===== config.mk =====
export PLATFORM = sky130hd
export DESIGN_NAME = tdm_clk_ctrl
export DESIGN_NICKNAME = d
export VERILOG_FILES = /design/src/design/tdm_clk_pkg.sv /design/src/design/clk_loss_mon.sv /design/src/design/tdm_clk_ctrl.sv
export SDC_FILE = /design/constraint.sdc
export NUM_CORES = 1
export LEC_CHECK = 0
export BUFFER_PORTS_ARGS = -buffer_cell sky130_fd_sc_hd__buf_2
export CORE_MARGIN = 2
export CORE_UTILIZATION = 50
export CTS_CLUSTER_DIAMETER = 60
export DETAILED_ROUTE_END_ITERATION = 10
export HOLD_SLACK_MARGIN = 0.03
export PLACE_DENSITY = 0.73
export RECOVER_POWER = 100
export SLEW_MARGIN = 20
export SYNTH_ARGS = -nofsm -noshare
export SYNTH_HDL_FRONTEND = slang
export SYNTH_HIERARCHICAL = 1
export SYNTH_SLANG_ARGS = --single-unit

===== constraint.sdc =====
create_clock -name clk -period 2.1 [get_ports clk]
set_input_delay 0.105 -clock clk [delete_from_list [all_inputs] [get_ports clk]]
set_output_delay 0.105 -clock clk [all_outputs]
set_load 0.02 [all_outputs]

===== src/design/tdm_clk_pkg.sv =====
// Package: register map, fields and constants of the bus clock controller
package tdm_clk_pkg;
   // Register byte addresses
   localparam logic [7:0] ADDR_CLK_MODE = 8'h00;
   localparam logic [7:0] ADDR_TERM = 8'h04;
   localparam logic [7:0] ADDR_ERR = 8'h08;
   localparam logic [7:0] ADDR_STATUS = 8'h0c;
   localparam logic [7:0] ADDR_SPAN_TE = 8'h10;
   localparam logic [7:0] ADDR_STREAM_MAP = 8'h14;
   // set_clock_command field positions
   localparam int MODE_LSB = 0;
   localparam int SUB_LSB = 4;
   localparam int ARGA_LSB = 8;
   localparam int ARGBB_LSB = 16;
   localparam int ARGC_LSB = 24;
   // Stream map field positions
   localparam int SMAP_STREAM_LSB = 0;
   localparam int SMAP_TS_LSB = 8;
   // Clock modes
   localparam logic [2:0] MODE_NONE = 3'h0;
   localparam logic [2:0] MODE_SLAVE = 3'h1;
   localparam logic [2:0] MODE_PRI_A = 3'h2;
   localparam logic [2:0] MODE_PRI_B = 3'h3;
   localparam logic [2:0] MODE_SEC_A = 3'h4;
   localparam logic [2:0] MODE_SEC_B = 3'h5;
   // Limits
   localparam logic [2:0] SLAVE_ARGA_MAX = 3'h1;
   localparam logic [2:0] MASTER_SUB_MAX = 3'h4;
   localparam logic [2:0] MASTER_ARGA_MAX = 3'h5;
   localparam logic [7:0] NETREF_FREQ_8K = 8'h00;
   localparam logic [4:0] LEGACY_STREAM_MAX = 5'h0f;
   localparam logic [6:0] TS_MAX_4M = 7'h3f;
   // Error bitmap positions
   localparam int ERR_BUS_A = 0;
   localparam int ERR_BUS_B = 1;
   localparam int ERR_SC = 2;
   localparam int ERR_MVIP = 3;
   localparam int ERR_PLL = 4;
   localparam int ERR_COMPAT = 5;
   localparam int ERR_FAILSAFE = 6;
   // Reset values
   localparam logic [1:0] TERM_RESET = 2'h0;
   localparam logic [7:0] SPAN_TE_RESET = 8'h00;
   // Supervision window
   localparam int CLK_PERIOD_PS = 4000;
   localparam int LOSS_WINDOW_NS = 500;
   localparam int LOSS_WINDOW_CYC = (LOSS_WINDOW_NS * 1000) / CLK_PERIOD_PS;
   // Monitored clock inputs
   localparam int NUM_MON = 4;
   localparam int MON_A = 0;
   localparam int MON_B = 1;
   localparam int MON_SC = 2;
   localparam int MON_MVIP = 3;
   typedef enum logic [3:0] {
      REF_LOCAL, REF_BUS_A, REF_BUS_B, REF_SC2, REF_SC4, REF_SC8,
      REF_MVIP, REF_NETREF1, REF_NETREF2, REF_SPAN, REF_HOLDOVER
   } ref_t;
endpackage


===== src/design/clk_loss_mon.sv =====
// Loss-of-clock supervisor for one externally sourced clock
`timescale 1ns/10ps
module clk_loss_mon #(
   parameter int WINDOW = 125
) (
   // Clock and reset
   input wire logic clk,
   input wire logic reset,
   // Monitored clock line
   input wire logic mon_clk,
   // Loss indication
   output logic lost
);
   localparam int CW = $clog2(WINDOW + 1);
   logic sync1_q;
   logic sync2_q;
   logic last_q;
   logic [CW-1:0] cnt_q;

   always_ff @(posedge clk) begin
      if (reset) begin
         sync1_q <= 1'b0;
         sync2_q <= 1'b0;
         last_q <= 1'b0;
      end else begin
         sync1_q <= mon_clk;
         sync2_q <= sync1_q;
         last_q <= sync2_q;
      end
   end

   // Any edge restarts the window; the window holds at its end
   always_ff @(posedge clk) begin
      if (reset) begin
         cnt_q <= '0;
      end else if (sync2_q != last_q) begin
         cnt_q <= '0;
      end else if (cnt_q != CW'(WINDOW)) begin
         cnt_q <= cnt_q + 1'b1;
      end
   end

   always_ff @(posedge clk) begin
      if (reset) begin
         lost <= 1'b0;
      end else begin
         lost <= (cnt_q == CW'(WINDOW));
      end
   end
endmodule


===== src/design/tdm_clk_ctrl.sv =====
// Backplane bus clock mode controller with APB register access
//
// Functional notes
// - Even streams to legacy outputs, odd to inputs
// - At 4 MHz, timeslots 00-3F only
// - Legacy streams numbered 00 to 0F
// - Set-clock carries mode, sub, a, bb, c
// - After reset, local clock, no bus clocking
// - Modes: none, slave, primary A/B, secondary A/B
// - Slave sub-mode picks reference, 6/7 fallback
// - Slave drives netref only when a is 1
// - Slave netref span must be customer interface; here it must be terminal (span_te_q bit set), as for masters
// - Primary drives own clock from chosen source
// - Master sub 1/2 accepts only 8 kHz
// - Master sub 3/4 span must be terminal
// - Masters generate legacy clocks chosen by a
// - Secondary locks to opposite, drives its own
// - On loss secondary switches to sub source
// - Secondary takes over as primary on loss
// - Secondary arguments read as primary arguments; here sub 0 takes holdover, not local
// - Auto-fallback switches clock and reports error
// - Error bitmap: A, B, legacy, PLL, 1, failsafe
// - Separate terminations, both disabled at reset
`timescale 1ns/10ps
module tdm_clk_ctrl
   import tdm_clk_pkg::*;
#(
   parameter int NUM_SPANS = 8
) (
   // Clock and reset
   input wire logic clk,
   input wire logic reset,
   // APB slave
   input wire logic psel,
   input wire logic penable,
   input wire logic pwrite,
   input wire logic [7:0] paddr,
   input wire logic [31:0] pwdata,
   output logic [31:0] prdata,
   output logic pready,
   output logic pslverr,
   // Backplane clock A and B pins
   input wire logic bus_clk_a_i,
   output logic bus_clk_a_o,
   output logic bus_clk_a_oe,
   input wire logic bus_clk_b_i,
   output logic bus_clk_b_o,
   output logic bus_clk_b_oe,
   // Legacy clock inputs
   input wire logic legacy_sc_clk_i,
   input wire logic legacy_mvip_clk_i,
   // Local PLL
   input wire logic pll_clk_i,
   input wire logic pll_locked_i,
   output ref_t ref_sel,
   output logic [7:0] ref_span,
   // Network reference and legacy generation
   output logic netref_oe,
   output logic [7:0] netref_span,
   output logic [3:0] netref_freq,
   output logic [2:0] legacy_gen_sel,
   // Span loss of signal from framers
   input wire logic [NUM_SPANS-1:0] span_los_i,
   // Terminations
   output logic bus_term_en,
   output logic legacy_term_en,
   // Clock error report
   output logic err_report_valid,
   output logic [6:0] err_report_data
);
   // ------------------------------------------------------------
   // Input synchronisers and clock supervision
   // ------------------------------------------------------------
   logic [NUM_MON-1:0] mon_in;
   logic [NUM_MON-1:0] lost;
   logic [NUM_SPANS+1:0] async1_q;
   logic [NUM_SPANS+1:0] async2_q;
   logic pll_locked;
   logic pll_clk_s;
   logic [NUM_SPANS-1:0] span_los;

   assign mon_in = {legacy_mvip_clk_i, legacy_sc_clk_i,
                    bus_clk_b_i, bus_clk_a_i};

   generate
      for (genvar i = 0; i < NUM_MON; i++) begin : g_mon
         clk_loss_mon #(.WINDOW(LOSS_WINDOW_CYC)) u_mon (
            .clk(clk),
            .reset(reset),
            .mon_clk(mon_in[i]),
            .lost(lost[i])
         );
      end
   endgenerate

   always_ff @(posedge clk) begin
      if (reset) begin
         async1_q <= '0;
         async2_q <= '0;
      end else begin
         async1_q <= {pll_clk_i, pll_locked_i, span_los_i};
         async2_q <= async1_q;
      end
   end
   assign span_los = async2_q[NUM_SPANS-1:0];
   assign pll_locked = async2_q[NUM_SPANS];
   assign pll_clk_s = async2_q[NUM_SPANS+1];

   // ------------------------------------------------------------
   // Command checking
   // ------------------------------------------------------------
   function automatic logic span_ok(input logic [7:0] idx,
                                    input logic [7:0] te);
      span_ok = (idx < 8'(NUM_SPANS)) && te[idx[2:0]];
   endfunction

   function automatic logic cmd_ok(input logic [31:0] c,
                                   input logic [7:0] te);
      logic [2:0] m;
      logic [2:0] s;
      logic [2:0] a;
      logic [7:0] bb;
      m = c[MODE_LSB +: 3];
      s = c[SUB_LSB +: 3];
      a = c[ARGA_LSB +: 3];
      bb = c[ARGBB_LSB +: 8];
      cmd_ok = 1'b1;
      if (m > MODE_SEC_B) begin
         cmd_ok = 1'b0;
      end else if (m == MODE_SLAVE) begin
         if (a > SLAVE_ARGA_MAX) begin
            cmd_ok = 1'b0;
         end else if (a[0] && !span_ok(bb, te)) begin
            cmd_ok = 1'b0;
         end
      end else if (m != MODE_NONE) begin
         // Secondary modes share primary argument checks
         if (s > MASTER_SUB_MAX || a > MASTER_ARGA_MAX) begin
            cmd_ok = 1'b0;
         end else if ((s == 3'h1 || s == 3'h2) &&
                      bb != NETREF_FREQ_8K) begin
            cmd_ok = 1'b0;
         end else if ((s == 3'h3 || s == 3'h4) &&
                      !span_ok(bb, te)) begin
            cmd_ok = 1'b0;
         end
      end
   endfunction

   // ------------------------------------------------------------
   // Registers
   // ------------------------------------------------------------
   logic wr_en;
   logic [2:0] mode_q;
   logic [2:0] sub_q;
   logic [2:0] arga_q;
   logic [7:0] argbb_q;
   logic [3:0] argc_q;
   logic cmd_err_q;
   logic [1:0] term_q;
   logic [7:0] span_te_q;
   logic [4:0] smap_stream_q;
   logic [6:0] smap_ts_q;
   logic clk_cmd_wr;

   assign wr_en = psel && penable && pwrite;
   assign clk_cmd_wr = wr_en && paddr == ADDR_CLK_MODE;

   // A rejected command leaves mode and arguments untouched but clears fallback and takeover state
   always_ff @(posedge clk) begin
      if (reset) begin
         mode_q <= MODE_NONE;
         sub_q <= '0;
         arga_q <= '0;
         argbb_q <= '0;
         argc_q <= '0;
         cmd_err_q <= 1'b0;
      end else if (clk_cmd_wr) begin
         if (cmd_ok(pwdata, span_te_q)) begin
            mode_q <= pwdata[MODE_LSB +: 3];
            sub_q <= pwdata[SUB_LSB +: 3];
            arga_q <= pwdata[ARGA_LSB +: 3];
            argbb_q <= pwdata[ARGBB_LSB +: 8];
            argc_q <= pwdata[ARGC_LSB +: 4];
            cmd_err_q <= 1'b0;
         end else begin
            cmd_err_q <= 1'b1;
         end
      end
   end

   always_ff @(posedge clk) begin
      if (reset) begin
         term_q <= TERM_RESET;
         span_te_q <= SPAN_TE_RESET;
         smap_stream_q <= '0;
         smap_ts_q <= '0;
      end else if (wr_en) begin
         if (paddr == ADDR_TERM) begin
            term_q <= pwdata[1:0];
         end
         if (paddr == ADDR_SPAN_TE) begin
            span_te_q <= pwdata[7:0];
         end
         if (paddr == ADDR_STREAM_MAP) begin
            smap_stream_q <= pwdata[SMAP_STREAM_LSB +: 5];
            smap_ts_q <= pwdata[SMAP_TS_LSB +: 7];
         end
      end
   end
   assign bus_term_en = term_q[0];
   assign legacy_term_en = term_q[1];

   // ------------------------------------------------------------
   // Fallback and takeover supervision
   // ------------------------------------------------------------
   logic is_slave;
   logic is_pri;
   logic is_sec;
   logic own_b;
   logic fb_q;
   logic take_q;
   logic span_fb_q;
   logic slave_watch_lost;
   logic sec_watch_lost;

   assign is_slave = mode_q == MODE_SLAVE;
   assign is_pri = mode_q == MODE_PRI_A || mode_q == MODE_PRI_B;
   assign is_sec = mode_q == MODE_SEC_A || mode_q == MODE_SEC_B;
   // Clock B is driven in modes 3 and 5
   assign own_b = mode_q[0];
   assign slave_watch_lost = sub_q == 3'h6 ? lost[MON_A] : lost[MON_B];
   assign sec_watch_lost = own_b ? lost[MON_A] : lost[MON_B];

   // Only a fresh clock command returns the block to its first source
   always_ff @(posedge clk) begin
      if (reset || clk_cmd_wr) begin
         fb_q <= 1'b0;
         take_q <= 1'b0;
         span_fb_q <= 1'b0;
      end else begin
         if (is_slave && sub_q[2:1] == 2'b11 && slave_watch_lost) begin
            fb_q <= 1'b1;
         end
         if (is_sec && sec_watch_lost) begin
            take_q <= 1'b1;
         end
         if ((is_pri || take_q) && sub_q == 3'h4 &&
             span_los[argbb_q[2:0]]) begin
            span_fb_q <= 1'b1;
         end
      end
   end

   // ------------------------------------------------------------
   // Reference and drive selection
   // ------------------------------------------------------------
   ref_t master_ref;
   ref_t ref_d;

   always_comb begin
      case (sub_q)
         3'h0: master_ref = is_sec ? REF_HOLDOVER : REF_LOCAL;
         3'h1: master_ref = REF_NETREF1;
         3'h2: master_ref = REF_NETREF2;
         3'h3: master_ref = REF_SPAN;
         3'h4: master_ref = span_fb_q ? REF_NETREF1 : REF_SPAN;
         default: master_ref = REF_LOCAL;
      endcase
   end

   always_comb begin
      case (mode_q)
         MODE_SLAVE: begin
            case (sub_q)
               3'h0: ref_d = REF_BUS_A;
               3'h1: ref_d = REF_BUS_B;
               3'h2: ref_d = REF_SC2;
               3'h3: ref_d = REF_SC4;
               3'h4: ref_d = REF_SC8;
               3'h5: ref_d = REF_MVIP;
               3'h6: ref_d = fb_q ? REF_BUS_B : REF_BUS_A;
               default: ref_d = fb_q ? REF_BUS_A : REF_BUS_B;
            endcase
         end
         MODE_PRI_A, MODE_PRI_B: ref_d = master_ref;
         MODE_SEC_A, MODE_SEC_B: begin
            if (take_q) begin
               ref_d = master_ref;
            end else begin
               ref_d = own_b ? REF_BUS_A : REF_BUS_B;
            end
         end
         default: ref_d = REF_LOCAL;
      endcase
   end

   always_ff @(posedge clk) begin
      if (reset) begin
         ref_sel <= REF_LOCAL;
         ref_span <= '0;
         bus_clk_a_oe <= 1'b0;
         bus_clk_b_oe <= 1'b0;
         bus_clk_a_o <= 1'b0;
         bus_clk_b_o <= 1'b0;
         netref_oe <= 1'b0;
         netref_span <= '0;
         netref_freq <= '0;
         legacy_gen_sel <= '0;
      end else begin
         ref_sel <= ref_d;
         ref_span <= argbb_q;
         bus_clk_a_oe <= (is_pri || is_sec) && !own_b;
         bus_clk_b_oe <= (is_pri || is_sec) && own_b;
         bus_clk_a_o <= pll_clk_s;
         bus_clk_b_o <= pll_clk_s;
         netref_oe <= is_slave && arga_q[0];
         netref_span <= argbb_q;
         netref_freq <= sub_q == 3'h4 ? argc_q : '0;
         legacy_gen_sel <= (is_pri || is_sec) ? arga_q : '0;
      end
   end

   // ------------------------------------------------------------
   // Clock error bitmap
   // ------------------------------------------------------------
   logic [6:0] err_q;
   logic [6:0] err_set;
   logic [6:0] err_clr;
   logic watch_a;
   logic watch_b;
   logic in_fb;

   // A clock we drive ourselves is not judged by its own echo
   assign watch_a = (is_slave || is_sec) && !bus_clk_a_oe;
   assign watch_b = (is_slave || is_sec) && !bus_clk_b_oe;
   assign in_fb = fb_q || take_q || span_fb_q;

   always_comb begin
      err_set = '0;
      err_set[ERR_BUS_A] = watch_a && lost[MON_A];
      err_set[ERR_BUS_B] = watch_b && lost[MON_B];
      err_set[ERR_SC] = is_slave && sub_q inside {3'h2, 3'h3, 3'h4} &&
                        lost[MON_SC];
      err_set[ERR_MVIP] = is_slave && sub_q == 3'h5 && lost[MON_MVIP];
      err_set[ERR_PLL] = mode_q != MODE_NONE && !pll_locked;
      err_set[ERR_FAILSAFE] = in_fb;
   end

   assign err_clr = (wr_en && paddr == ADDR_ERR) ? pwdata[6:0] : '0;

   // Set wins over a simultaneous software clear
   always_ff @(posedge clk) begin
      if (reset) begin
         err_q <= '0;
      end else begin
         err_q <= (err_q & ~err_clr) | err_set;
      end
   end

   always_ff @(posedge clk) begin
      if (reset) begin
         err_report_valid <= 1'b0;
         err_report_data <= '0;
      end else begin
         err_report_valid <= |(err_set & ~err_q);
         err_report_data <= err_q | err_set | 7'h20;
      end
   end

   // ------------------------------------------------------------
   // Legacy stream mapping
   // ------------------------------------------------------------
   logic [31:0] smap_rd;
   always_comb begin
      smap_rd = '0;
      smap_rd[3:0] = smap_stream_q[4:1];
      smap_rd[4] = smap_stream_q[0];
      smap_rd[5] = smap_stream_q <= LEGACY_STREAM_MAX;
      smap_rd[6] = smap_ts_q <= TS_MAX_4M;
      smap_rd[SMAP_TS_LSB +: 7] = smap_ts_q;
      smap_rd[23:16] = {3'h0, smap_stream_q};
   end

   // ------------------------------------------------------------
   // APB read path: data captured in the setup cycle, no wait states
   // ------------------------------------------------------------
   logic [31:0] rd_d;
   logic rd_err;

   always_comb begin
      rd_d = '0;
      rd_err = 1'b0;
      case (paddr)
         ADDR_CLK_MODE: begin
            rd_d[MODE_LSB +: 3] = mode_q;
            rd_d[SUB_LSB +: 3] = sub_q;
            rd_d[ARGA_LSB +: 3] = arga_q;
            rd_d[ARGBB_LSB +: 8] = argbb_q;
            rd_d[ARGC_LSB +: 4] = argc_q;
         end
         ADDR_TERM: rd_d[1:0] = term_q;
         ADDR_ERR: rd_d[6:0] = err_q | 7'h20;
         ADDR_STATUS: begin
            rd_d[3:0] = ref_sel;
            rd_d[4] = fb_q;
            rd_d[5] = take_q;
            rd_d[6] = span_fb_q;
            rd_d[7] = cmd_err_q;
            rd_d[8] = pll_locked;
            rd_d[12:9] = lost;
         end
         ADDR_SPAN_TE: rd_d[7:0] = span_te_q;
         ADDR_STREAM_MAP: rd_d = smap_rd;
         default: rd_err = 1'b1;
      endcase
   end

   always_ff @(posedge clk) begin
      if (reset) begin
         prdata <= '0;
         pslverr <= 1'b0;
      end else if (psel && !penable) begin
         prdata <= pwrite ? '0 : rd_d;
         pslverr <= rd_err;
      end
   end
   assign pready = 1'b1;
endmodule


==> impl_metrics.py, run 1 <==
metrics = {
    "die": {
        "row_count": 44,
        "die-area_mm2": 0.0159,
        "fp.dieH_um": 126,
        "die_w_um": 126,
        "initial_core_util_pct": 51.2,
        "io_pins": 135,
        "core_mm2": 0.0145,
    },
    "min_path": {
        "min_path_type": "primary input to flip-flop",
        "hp-start": "paddr[6]",
    },
    "drt": {
        "num_vias": 6237,
        "drtIter0Drc": 455,
        "route.detailed.drc": 0,
        "viasPerCell": 5.48,
        "routed_wl_mm": 18.1,
        "wl_per_cell_um": 15.9,
        "ant_nets": 0,
        "drt-pass1-iter-count": 5,
    },
    "cts": {
        "cts_tree": "done",
        "cts-root-buf": "clkbuf_16",
        "path_clk_slew_ns": 0.06,
        "cts_buffer_depth": 2,
        "ctsResizeCount": 0,
        "postCtsHoldBufs": 33,
        "htree_levels": 4,
        "cts.sinks": 176,
        "clk_latency_ns": 0.43,
        "cts_setup_buffers": 0,
        "cts_buffers": 17,
    },
    "worst_setup_path": {
        "required_ns": 2.46,
        "cp-start-kind": "primary input",
        "critPathKind": "primary input to flip-flop",
        "path_max_fanout": 10,
        "critical_path_arrival_ns": 2.30,
        "crit_path_start": "pwdata[4]",
        "rr_startpoint": "span_te_q[3]$_SDFFE_PP0P_",
        "cp-end-kind": "flip-flop",
    },
    "global_routing": {
        "grt_pass1_wl_mm": 28.9,
        "met3_usage_pct": 6.41,
        "antenna_found_initial": 0,
        "grt_max_degree": 53,
        "grt_pass1_vias": 5713,
        "gr-max-usage-layer": "met2",
        "grt-ovfl-total": 0,
        "use_met2_pct": 33.1,
        "globalRouteMet1Util_pct": 32.6,
        "grtUsageTotal_pct": 22.8,
    },
    "cells_and_area": {
        "final_net_count": 1010,
        "ff_latch_area_mm2": 0.00352,
        "diodes": 0,
        "multiInputGateArea_mm2": 0.00347,
        "fill_cells": 1243,
        "final_cell_area_mm2": 0.00895,
        "areaGrowthSynthToFinish_pct": 20.3,
        "final_layout_size_suffix_gt1_share_pct": 14.2,
    },
    "power_and_ir_drop": {
        "power_density_mw_per_mm2": 766,
        "p_leak_nw": 3.38,
        "vdd_drop_max_uv": 632,
    },
    "placement": {
        "hpwl_mm": 12.7,
        "numPortBuffers": 123,
        "place_congestion": 0.883,
        "place_area_mm2": 0.00825,
    },
    "timing": {
        "finalMaxSlewViolations": 0,
        "finalHoldViolations": 0,
        "tightest_slew_ns": 1.47,
        "relSlewSlack_pct": 1.78,
        "period_share_pct": 92.5,
        "layout_min_cycle_time_ns": 1.94,
        "grt_setup_unrepaired": "no",
        "setup_violations": 0,
        "fmax_mhz": 515,
        "setup_total_negative_slack_ns": 0,
        "fin_skew_ns": 0.0151,
    },
    "logic_synthesis": {
        "synth_top_area_cell": "dfxtp_1",
        "ys_async_sr_fraction_pct": 0,
        "synth_edf_count": 0,
        "synthesis.area_mm2": 0.00744,
        "synthFlopType": "dfxtp_1",
        "postSynthCellCount": 791,
        "ys_types": 64,
        "avgSynthCellArea_um2": 9.41,
        "synth-seq-cells": 176,
        "yosys.area.top_type_share_pct": 47.3,
        "ys_seq_area_share_pct": 47.3,
        "synth_area_leaders": "dfxtp_1 47%, nor2b_1 5.0%, nand2_1 4.6%",
        "ys_warn_count": 6,
    },
    "run_status": {
        "status": "finished, final reports clean",
    },
    "flow_run": {
        "maxCapViolCount": 0,
    },
}
-- worst max-delay path, cell delays in order --
cell	delay, ns
dlygate4sd3_1	0.53
buf_2	0.22
and3b_1	0.18
o21ai_0	0.11
a311oi_1	0.35
o211a_4	0.32
buf_4	0.26
mux2i_1	0.23
-- through the flow --
| step | power, mW | worst slack (ns) | hold slack, ns | utilization (%) | cells |
|---|---|---|---|---|---|
| after floorplan | 3.74 | 0.112 | 0.177 | - | 795 |
| after CTS | 6.94 | 0.194 | 0.0302 | 62.9 | 1139 |
| after global routing | 7.11 | 0.0492 | 0.0444 | 61.6 | 1139 |
| after detailed placement | 3.88 | 0.0384 | 0.318 | 56.8 | 1075 |
| final | 6.86 | 0.157 | 0.0178 | 61.6 | 1139 |
| after global placement | 3.87 | 0.0824 | 0.315 | 56.8 | 1075 |
-- path summary, 6_finish.rpt --
kind	end	slack (ns)	cells after the start
worst max-delay path	sub_q[1]$_SDFFE_PP0P_	0.16	8
worst max register to register	sub_q[1]$_SDFFE_PP0P_	0.26	6
worst min-delay path	pslverr$_SDFFE_PP0P_	0.02	3
worst min register to register	async2_q[6]$_SDFF_PP0_	0.43	1
-- state kept, by name (all words and copies together), names as in the netlist, 3 cells and up --
register,count
g_mon.u_mon/cnt_q,28
prdata,27
async1_q,10
async2_q,10
argbb_q,8
netref_span,8
span_te_q,8
err_report_data,7
smap_ts_q,7
err_q,6
smap_stream_q,5
argc_q,4
g_mon.u_mon/last_q,4
g_mon.u_mon/lost,4
g_mon.u_mon/sync1_q,4
g_mon.u_mon/sync2_q,4
netref_freq,4
ref_sel,4
arga_q,3
legacy_gen_sel,3
mode_q,3
sub_q,3
-- layout by cell type (no fill, tap or decap), types with 6 or more instances in the layout --
cell type / n
inv_1: 22
a22oi_1: 27
xnor2_1: 10
a211oi_1: 7
dfxtp_1: 176
conb_1: 6
ha_1: 8
a21oi_1: 64
dlygate4sd3_1: 33
nor2_1: 46
nand3_1: 17
o21ai_0: 12
and3_1: 13
mux2_2: 10
clkbuf_16: 17
o22ai_1: 7
buf_4: 19
mux2i_1: 28
nor2b_1: 59
nand2_1: 91
nor3_1: 17
buf_2: 51
a31oi_1: 8
clkbuf_1: 82
nand2b_1: 8
-- cells in the mapped netlist (all sizes together), types with 8 or more instances --
cell type and number:
dfxtp 176, o21ai 12, clkbuf 33, nor2 46
mux2 17, a22oi 27, nand2b 8, xnor2 14
nor2b 59, mux2i 28, inv 22, a21oi 64
ha 8, a31oi 8, and2 8, and3 17
and4 8, nor3 17, nand2 91, buf 25
nand3 17
-- cell type report --
type,count,share of cell area (%)
Clock buffer,23,5.45
Sequential cell,176,39.4
Inverter,22,0.922
Clock inverter,8,0.880
Tap cell,184,2.57
Timing Repair Buffer,187,12.0
Multi-Input combinational cell,539,38.8
-- cells by family (layout without fill, tap and decap cells) --
kind of cell | after synthesis | in the layout | synth area share, %
AO/OA/AOI/OAI | 160 | 160 | 14.1
XOR/XNOR | 18 | 18 | 2.52
adder cells (fa/ha/maj) | 8 | 8 | 1.34
buffers and inverters | 80 | 240 | 5.36
flip-flops | 176 | 176 | 47.3
multiplexers | 48 | 48 | 7.55
other | 2 | 6 | 0.101
AND/OR/NAND/NOR | 299 | 299 | 21.7
-- routing by layer --
| layer | vias up | wire length, um |
|---|---|---|
| li1 | 3039 | - |
| met1 | 2932 | 8550 |
| met5 | - | 0 |
| met3 | 31 | 1570 |
| met2 | 235 | 7640 |
| met4 | 0 | 336 |
-- power by group --
group          internal (mW)  switching (mW)  leakage, nW  total [mW]
clock network           1.75            1.26        0.279        3.02
logic                  0.187           0.242         1.68       0.428
registers               3.39          0.0293         1.43        3.42
(Power assumes the default switching activity.)
==> inputs of run 2 (changes only) <==
--- a/config.mk
+++ b/config.mk
@@ -16,5 +16,4 @@
 export SLEW_MARGIN = 20
 export SYNTH_ARGS = -nofsm -noshare
 export SYNTH_HDL_FRONTEND = slang
-export SYNTH_HIERARCHICAL = 1
 export SYNTH_SLANG_ARGS = --single-unit
==> run 2 against run 1 <==
  * Clock power rose by 9.9%
  * Power rose by 3.9%
  * Area after synthesis down 2.9%
  * Flip-flop and latch count did not move
  * Non-clock buffer count is 2 lower
  * Maximum frequency fell by 2.1%
  * Global-route usage down 0.83 points
  * Clock skew down 0.0081 ns
  * Utilization is 1.5 points higher
  * Critical path type unchanged
  * Largest power group unchanged
==> impl_metrics.py, run 2 <==
metrics = {
    "cells_and_area": {
        "final_cell_mix": "176 x dfxtp_1, 85 x clkbuf_1, 75 x nor2_1, 58 x nor2b_1, 56 x nand2_1",
        "final_cell_area_mm2": 0.00882,
        "final_net_count": 982,
        "post-route-util_pct": 63.1,
        "diodes": 0,
        "largestRegisters": "g_mon.u_mon.cnt_q: 28 flops, prdata: 27 flops",
        "regMostFlops": "g_mon.u_mon.cnt_q",
        "final_cells": 1106,
        "layout_commonest_cell": "dfxtp_1",
        "largest_register_ff_count": 28,
        "areaGrowthSynthToFinish_pct": 22.0,
        "final_layout_size_suffix_gt1_share_pct": 12.1,
    },
    "cts": {
        "cts_buffer_depth": 2,
        "cts_buffers": 17,
        "cts-root-buf": "clkbuf_16",
        "cts_tree": "done",
        "ctsResizeCount": 0,
        "path_clk_slew_ns": 0.07,
        "cts.sinks": 176,
        "clk_latency_ns": 0.43,
        "htree_levels": 4,
        "cts_setup_buffers": 0,
    },
    "timing": {
        "setup_total_negative_slack_ns": 0,
        "period_share_pct": 94.6,
        "relSlewSlack_pct": 42.9,
        "finalMaxSlewViolations": 0,
        "layout_min_cycle_time_ns": 1.99,
        "finalHoldViolations": 0,
        "fmax_mhz": 504,
        "tightest_slew_ns": 0.855,
        "grt_setup_unrepaired": "no",
        "fin_skew_ns": 0.00696,
        "setup_violations": 0,
    },
    "logic_synthesis": {
        "synth_edf_count": 0,
        "avgSynthCellArea_um2": 9.50,
        "ys_types": 57,
        "synth-seq-cells": 176,
        "ys_async_sr_fraction_pct": 0,
        "ys_warn_count": 0,
        "synth_top_area_cell": "dfxtp_1",
        "synth_area_leaders": "dfxtp_1 49%, mux2i_1 6.5%, nor2b_1 5.0%",
        "ys_seq_area_share_pct": 48.7,
        "synth.most_common_cell": "dfxtp_1",
        "postSynthCellCount": 761,
        "synthTopCellsByCount": "176 x dfxtp_1, 75 x nor2_1, 58 x nor2b_1",
        "synthesis.area_mm2": 0.00723,
        "synthFlopType": "dfxtp_1",
        "yosys.area.top_type_share_pct": 48.7,
    },
    "die": {
        "die-area_mm2": 0.0154,
        "core_mm2": 0.0140,
        "row_count": 43,
        "fp.dieH_um": 124,
        "die_w_um": 124,
        "io_pins": 135,
        "initial_core_util_pct": 51.7,
    },
    "drt": {
        "route.detailed.drc": 0,
        "drt-pass1-iter-count": 5,
        "drtIter0Drc": 429,
        "wl_per_cell_um": 15.2,
        "viasPerCell": 5.30,
        "num_vias": 5858,
        "routed_wl_mm": 16.8,
        "ant_nets": 0,
    },
    "power_and_ir_drop": {
        "p_leak_nw": 3.41,
        "power_density_mw_per_mm2": 808,
        "vdd_drop_max_uv": 627,
    },
    "worst_setup_path": {
        "critPathKind": "primary input to flip-flop",
        "r2r_setup_slack_ns": 0.20,
        "path_max_fanout": 12,
        "r2r_cells": 5,
        "cp-end-kind": "flip-flop",
        "required_ns": 2.42,
        "cp-start-kind": "primary input",
        "critical_path_arrival_ns": 2.30,
    },
    "flow_run": {
        "maxCapViolCount": 0,
    },
    "global_routing": {
        "antenna_found_initial": 0,
        "grt_pass1_wl_mm": 27.4,
        "grt_max_degree": 116,
        "grt_pass1_vias": 5608,
        "grt-ovfl-total": 0,
        "grtUsageTotal_pct": 22.0,
    },
    "placement": {
        "hpwl_mm": 11.5,
        "numPortBuffers": 123,
        "place_area_mm2": 0.00803,
        "place_congestion": 0.875,
        "placed_cells": 1039,
    },
    "run_status": {
        "status": "finished, final reports clean",
    },
    "min_path": {
        "min_path_type": "primary input to flip-flop",
        "hold_path_depth": 3,
    },
}
==> run 2: cell types whose count changed in the layout (fill, tap and decap cells not counted), moves of 6 or more <==
cell | previous run | this run
inv_1 | 22 | 16
mux2i_1 | 28 | 47
nand2_1 | 91 | 56
buf_4 | 19 | 12
xor2_1 | 4 | 11
a21oi_1 | 64 | 50
nor2_1 | 46 | 75
==> run 2: through the flow <==
stage | hold WS, ns | power, mW | setup slack (ns)
after CTS | 0.0333 | 7.18 | 0.128
after global routing | 0.0479 | 7.35 | 0.0278
after global placement | 0.315 | 3.83 | 0.0131
final | 0.0317 | 7.13 | 0.114
after floorplan | 0.186 | 3.71 | 0.0965
after detailed placement | 0.317 | 3.83 | 0.00641
==> run 2: where the power goes <==
part           switching, mW  total, mW  internal (mW)
clock network           1.32       3.32           2.00
logic                  0.215      0.388          0.173
registers             0.0330       3.42           3.39
==> run 2: timing repair <==
action | 4_1_cts | 5_1_grt
setup endpoints to repair | 0 | 0
endpoints found under the hold margin | 46 | 0
hold buffers | 35 | 0
==> run 2: critical path, stage by stage <==
cell and delay (ns):
dlygate4sd3_1 0.54, buf_2 0.18, nor4_1 0.29, nand4_1 0.15, a311oi_1 0.36, o211a_4 0.32
mux2_1 0.36
==> run 2: kinds of logic after synthesis <==
kind of cell	count (synthesis)	synth area share, %
xor gates and xnor gates	25	3.03
adders and majority gates	10	1.73
other	2	0.104
muxes	64	9.78
buffers and inverters	72	5.05
DFF	176	48.7
AOI/OAI and AO/OA	133	11.9
and+or+nand+nor	279	19.7
==> run 2: area by class of cell <==
| cell class | instances | area [um^2] |
|---|---|---|
| sequential | 176 | 3520 |
| fill | 1224 | 5160 |
| inverter | 16 | 60.1 |
| clock inverter | 12 | 180 |
| timing repair buffer | 185 | 1070 |
| multi-input combinational | 517 | 3330 |
| clock buffer | 20 | 437 |
| tap | 180 | 225 |
==> run 2: path summary, 6_finish.rpt <==
path	from	end
setup / recovery	pwdata[6]	argbb_q[6]$_SDFFE_PP0P_
hold reg to reg	g_mon[3].u_mon.sync1_q$_SDFF_PP0_	g_mon[3].u_mon.sync2_q$_SDFF_PP0_
setup reg to reg	sub_q[1]$_SDFFE_PP0P_	err_report_valid$_SDFF_PP0_
hold / removal	pwdata[21]	argbb_q[5]$_SDFFE_PP0P_
==> run 2: metal layers <==
layer / up-vias / share of wire [%] / GRT usage [%]
met5: - / 0 / 0
met4: 0 / 2.4 / 8.79
met3: 33 / 5.4 / 5.54
met2: 175 / 46 / 35.0
met1: 2735 / 46 / 28.7
li1: 2915 / - / -
==> inputs of run 3 (changes only) <==
--- a/config.mk
+++ b/config.mk
@@ -7,11 +7,13 @@
 export LEC_CHECK = 0
 export BUFFER_PORTS_ARGS = -buffer_cell sky130_fd_sc_hd__buf_2
 export CORE_MARGIN = 2
-export CORE_UTILIZATION = 50
+export CORE_UTILIZATION = 52
+export CTS_BUF_LIST = sky130_fd_sc_hd__clkbuf_8
 export CTS_CLUSTER_DIAMETER = 60
+export CTS_CLUSTER_SIZE = 40
 export DETAILED_ROUTE_END_ITERATION = 10
 export HOLD_SLACK_MARGIN = 0.03
-export PLACE_DENSITY = 0.73
+export PLACE_DENSITY = 0.75
 export RECOVER_POWER = 100
 export SLEW_MARGIN = 20
 export SYNTH_ARGS = -nofsm -noshare
==> run 3 against run 2 <==
  * The flow now finishes with violations (negative setup slack)
  * Via count about the same
  * First-iteration DRC count down 18%
  * Cell area down 0.64%
  * Utilization up 0.83 points
  * Critical path depth up 2
  * Non-clock buffer count up 9
  * Combinational power up 4%
  * Highest routed layer unchanged
==> impl_metrics.py, run 3 (synthesized netlist as in run 2, its figures left out) <==
metrics = {
    "cells_and_area": {
        "multiInputGateArea_mm2": 0.00335,
        "final_cell_area_mm2": 0.00877,
        "areaGrowthSynthToFinish_pct": 21.2,
        "ff_latch_area_mm2": 0.00352,
        "final_net_count": 991,
        "largest_register_ff_count": 28,
        "layout_commonest_cell": "dfxtp_1",
        "largestRegisters": "g_mon.u_mon.cnt_q: 28 flops, prdata: 27 flops",
        "final_cell_mix": "176 x dfxtp_1, 83 x clkbuf_1, 75 x nor2_1, 58 x nor2b_1, 56 x nand2_1",
        "post-route-util_pct": 63.9,
        "diodes": 0,
        "regMostFlops": "g_mon.u_mon.cnt_q",
        "fill_cells": 1174,
        "final_layout_size_suffix_gt1_share_pct": 13.0,
    },
    "die": {
        "die-area_mm2": 0.0149,
        "row_count": 43,
        "io_pins": 135,
        "die_w_um": 122,
        "initial_core_util_pct": 52.7,
        "fp.dieH_um": 122,
        "core_mm2": 0.0137,
    },
    "cts": {
        "cts_buffer_depth": 2,
        "cts_buffers": 17,
        "path_clk_slew_ns": 0.09,
        "htree_levels": 4,
        "cts.sinks": 176,
        "cts-root-buf": "clkbuf_8",
        "clk_latency_ns": 0.47,
        "cts_tree": "done",
    },
    "timing": {
        "fmax_mhz": 471,
        "period_share_pct": 101,
        "finalMaxSlewViolations": 0,
        "finalHoldViolations": 0,
        "layout_min_cycle_time_ns": 2.12,
        "fin_ws_ns": -0.0236,
        "setup_total_negative_slack_ns": -0.0660,
        "relSlewSlack_pct": 60.9,
        "tightest_slew_ns": 0.586,
        "setup_violations": 5,
        "fin_skew_ns": 0.0114,
    },
    "global_routing": {
        "grt-ovfl-total": 0,
        "grtUsageTotal_pct": 23.1,
        "grt_pass1_wl_mm": 26.5,
        "grt_max_degree": 116,
        "antenna_found_initial": 0,
        "grt_pass1_vias": 5392,
    },
    "drt": {
        "wl_per_cell_um": 15.3,
        "route.detailed.drc": 0,
        "drt-pass1-iter-count": 5,
        "ant_nets": 0,
        "drtIter0Drc": 353,
        "routed_wl_mm": 17.1,
        "num_vias": 5860,
        "viasPerCell": 5.26,
    },
    "worst_setup_path": {
        "rr_startpoint": "span_te_q[3]$_SDFFE_PP0P_",
        "cp-start-kind": "primary input",
        "worstReg2RegEnd": "argbb_q[7]$_SDFFE_PP0P_",
        "path_max_fanout": 8,
        "r2r_cells": 6,
        "crit_path_start": "pwdata[20]",
        "r2r_setup_slack_ns": 0.24,
        "critical_path_arrival_ns": 2.49,
        "required_ns": 2.47,
        "cp-end-kind": "flip-flop",
        "critPathKind": "primary input to flip-flop",
    },
    "min_path": {
        "hp-start": "pwdata[19]",
        "hold_path_depth": 4,
        "min_path_type": "primary input to flip-flop",
        "hold_end": "argbb_q[3]$_SDFFE_PP0P_",
    },
    "placement": {
        "place_area_mm2": 0.00802,
        "numPortBuffers": 123,
        "place_congestion": 0.865,
        "hpwl_mm": 11.6,
    },
    "run_status": {
        "violations": "negative setup slack",
        "status": "complete, but fails checks",
    },
    "power_and_ir_drop": {
        "vdd_drop_max_uv": 489,
        "p_leak_nw": 3.40,
        "power_density_mw_per_mm2": 725,
        "finalPower_mw": 6.35,
    },
    "flow_run": {
        "maxCapViolCount": 0,
    },
}
==> run 3: through the flow <==
| step | worst slack, ns | cells | hold slack (ns) |
|---|---|---|---|
| after floorplan | 0.0965 | 765 | 0.186 |
| after global placement | 0.0327 | 1038 | 0.312 |
| after detailed placement | 0.0110 | 1038 | 0.319 |
| after CTS | 0.0337 | 1109 | 0.0322 |
| after global routing | -0.0875 | 1114 | 0.0690 |
| final | -0.0236 | 1114 | 0.0774 |
==> run 3: worst max-delay path: stages <==
cell,delay [ns]
dlygate4sd3_1,0.54
buf_2,0.13
nor4_1,0.40
buf_4,0.19
nand4_1,0.12
a311oi_2,0.29
o211a_4,0.28
buf_4,0.14
mux2_4,0.29
==> run 3: report_power, final <==
| part | total, mW | leakage, nW | switching (mW) | internal [mW] |
|---|---|---|---|---|
| sequential | 3.42 | 1.43 | 0.0331 | 3.38 |
| clock | 2.53 | 0.231 | 1.16 | 1.38 |
| combinational | 0.404 | 1.74 | 0.223 | 0.181 |
==> run 3: repair_timing <==
| action | in CTS | in global routing |
|---|---|---|
| buffers inserted | 0 | 5 |
| setup endpoints to repair | 0 | 21 |
| resized for setup | 0 | 1 |
| hold buffers | 40 | 0 |
| endpoints found under the hold margin | 60 | 0 |
==> run 3: layout make-up <==
class                   instances  share of cell area, %
inverters                      16                  0.685
repair buffers                194                   13.3
multi-input cells             517                   38.2
well taps                     180                   2.57
clock inverters                11                   1.87
clock buffers                  20                   3.14
flip-flops and latches        176                   40.2
==> run 3: metal layers <==
layer | vias to the layer above | track usage [%] | routed length, um
met3 | 28 | 5.85 | 813
met4 | 0 | 8.76 | 381
met2 | 169 | 37.6 | 8070
met5 | - | 0 | 0
met1 | 2736 | 29.7 | 7800
li1 | 2927 | - | -
==> run 3: worst max-delay path by stage <==
stage	end	cells after the start
6_report	argbb_q[7]$_SDFFE_PP0P_	9
5_1_grt	argbb_q[5]$_SDFFE_PP0P_	9
4_1_cts	mode_q[0]$_SDFFE_PP0P_	9
3_5_place_dp	prdata[11]$_SDFFE_PP0P_	7
3_3_place_gp	argbb_q[0]$_SDFFE_PP0P_	6
2_1_floorplan	argbb_q[2]$_SDFFE_PP0P_	7
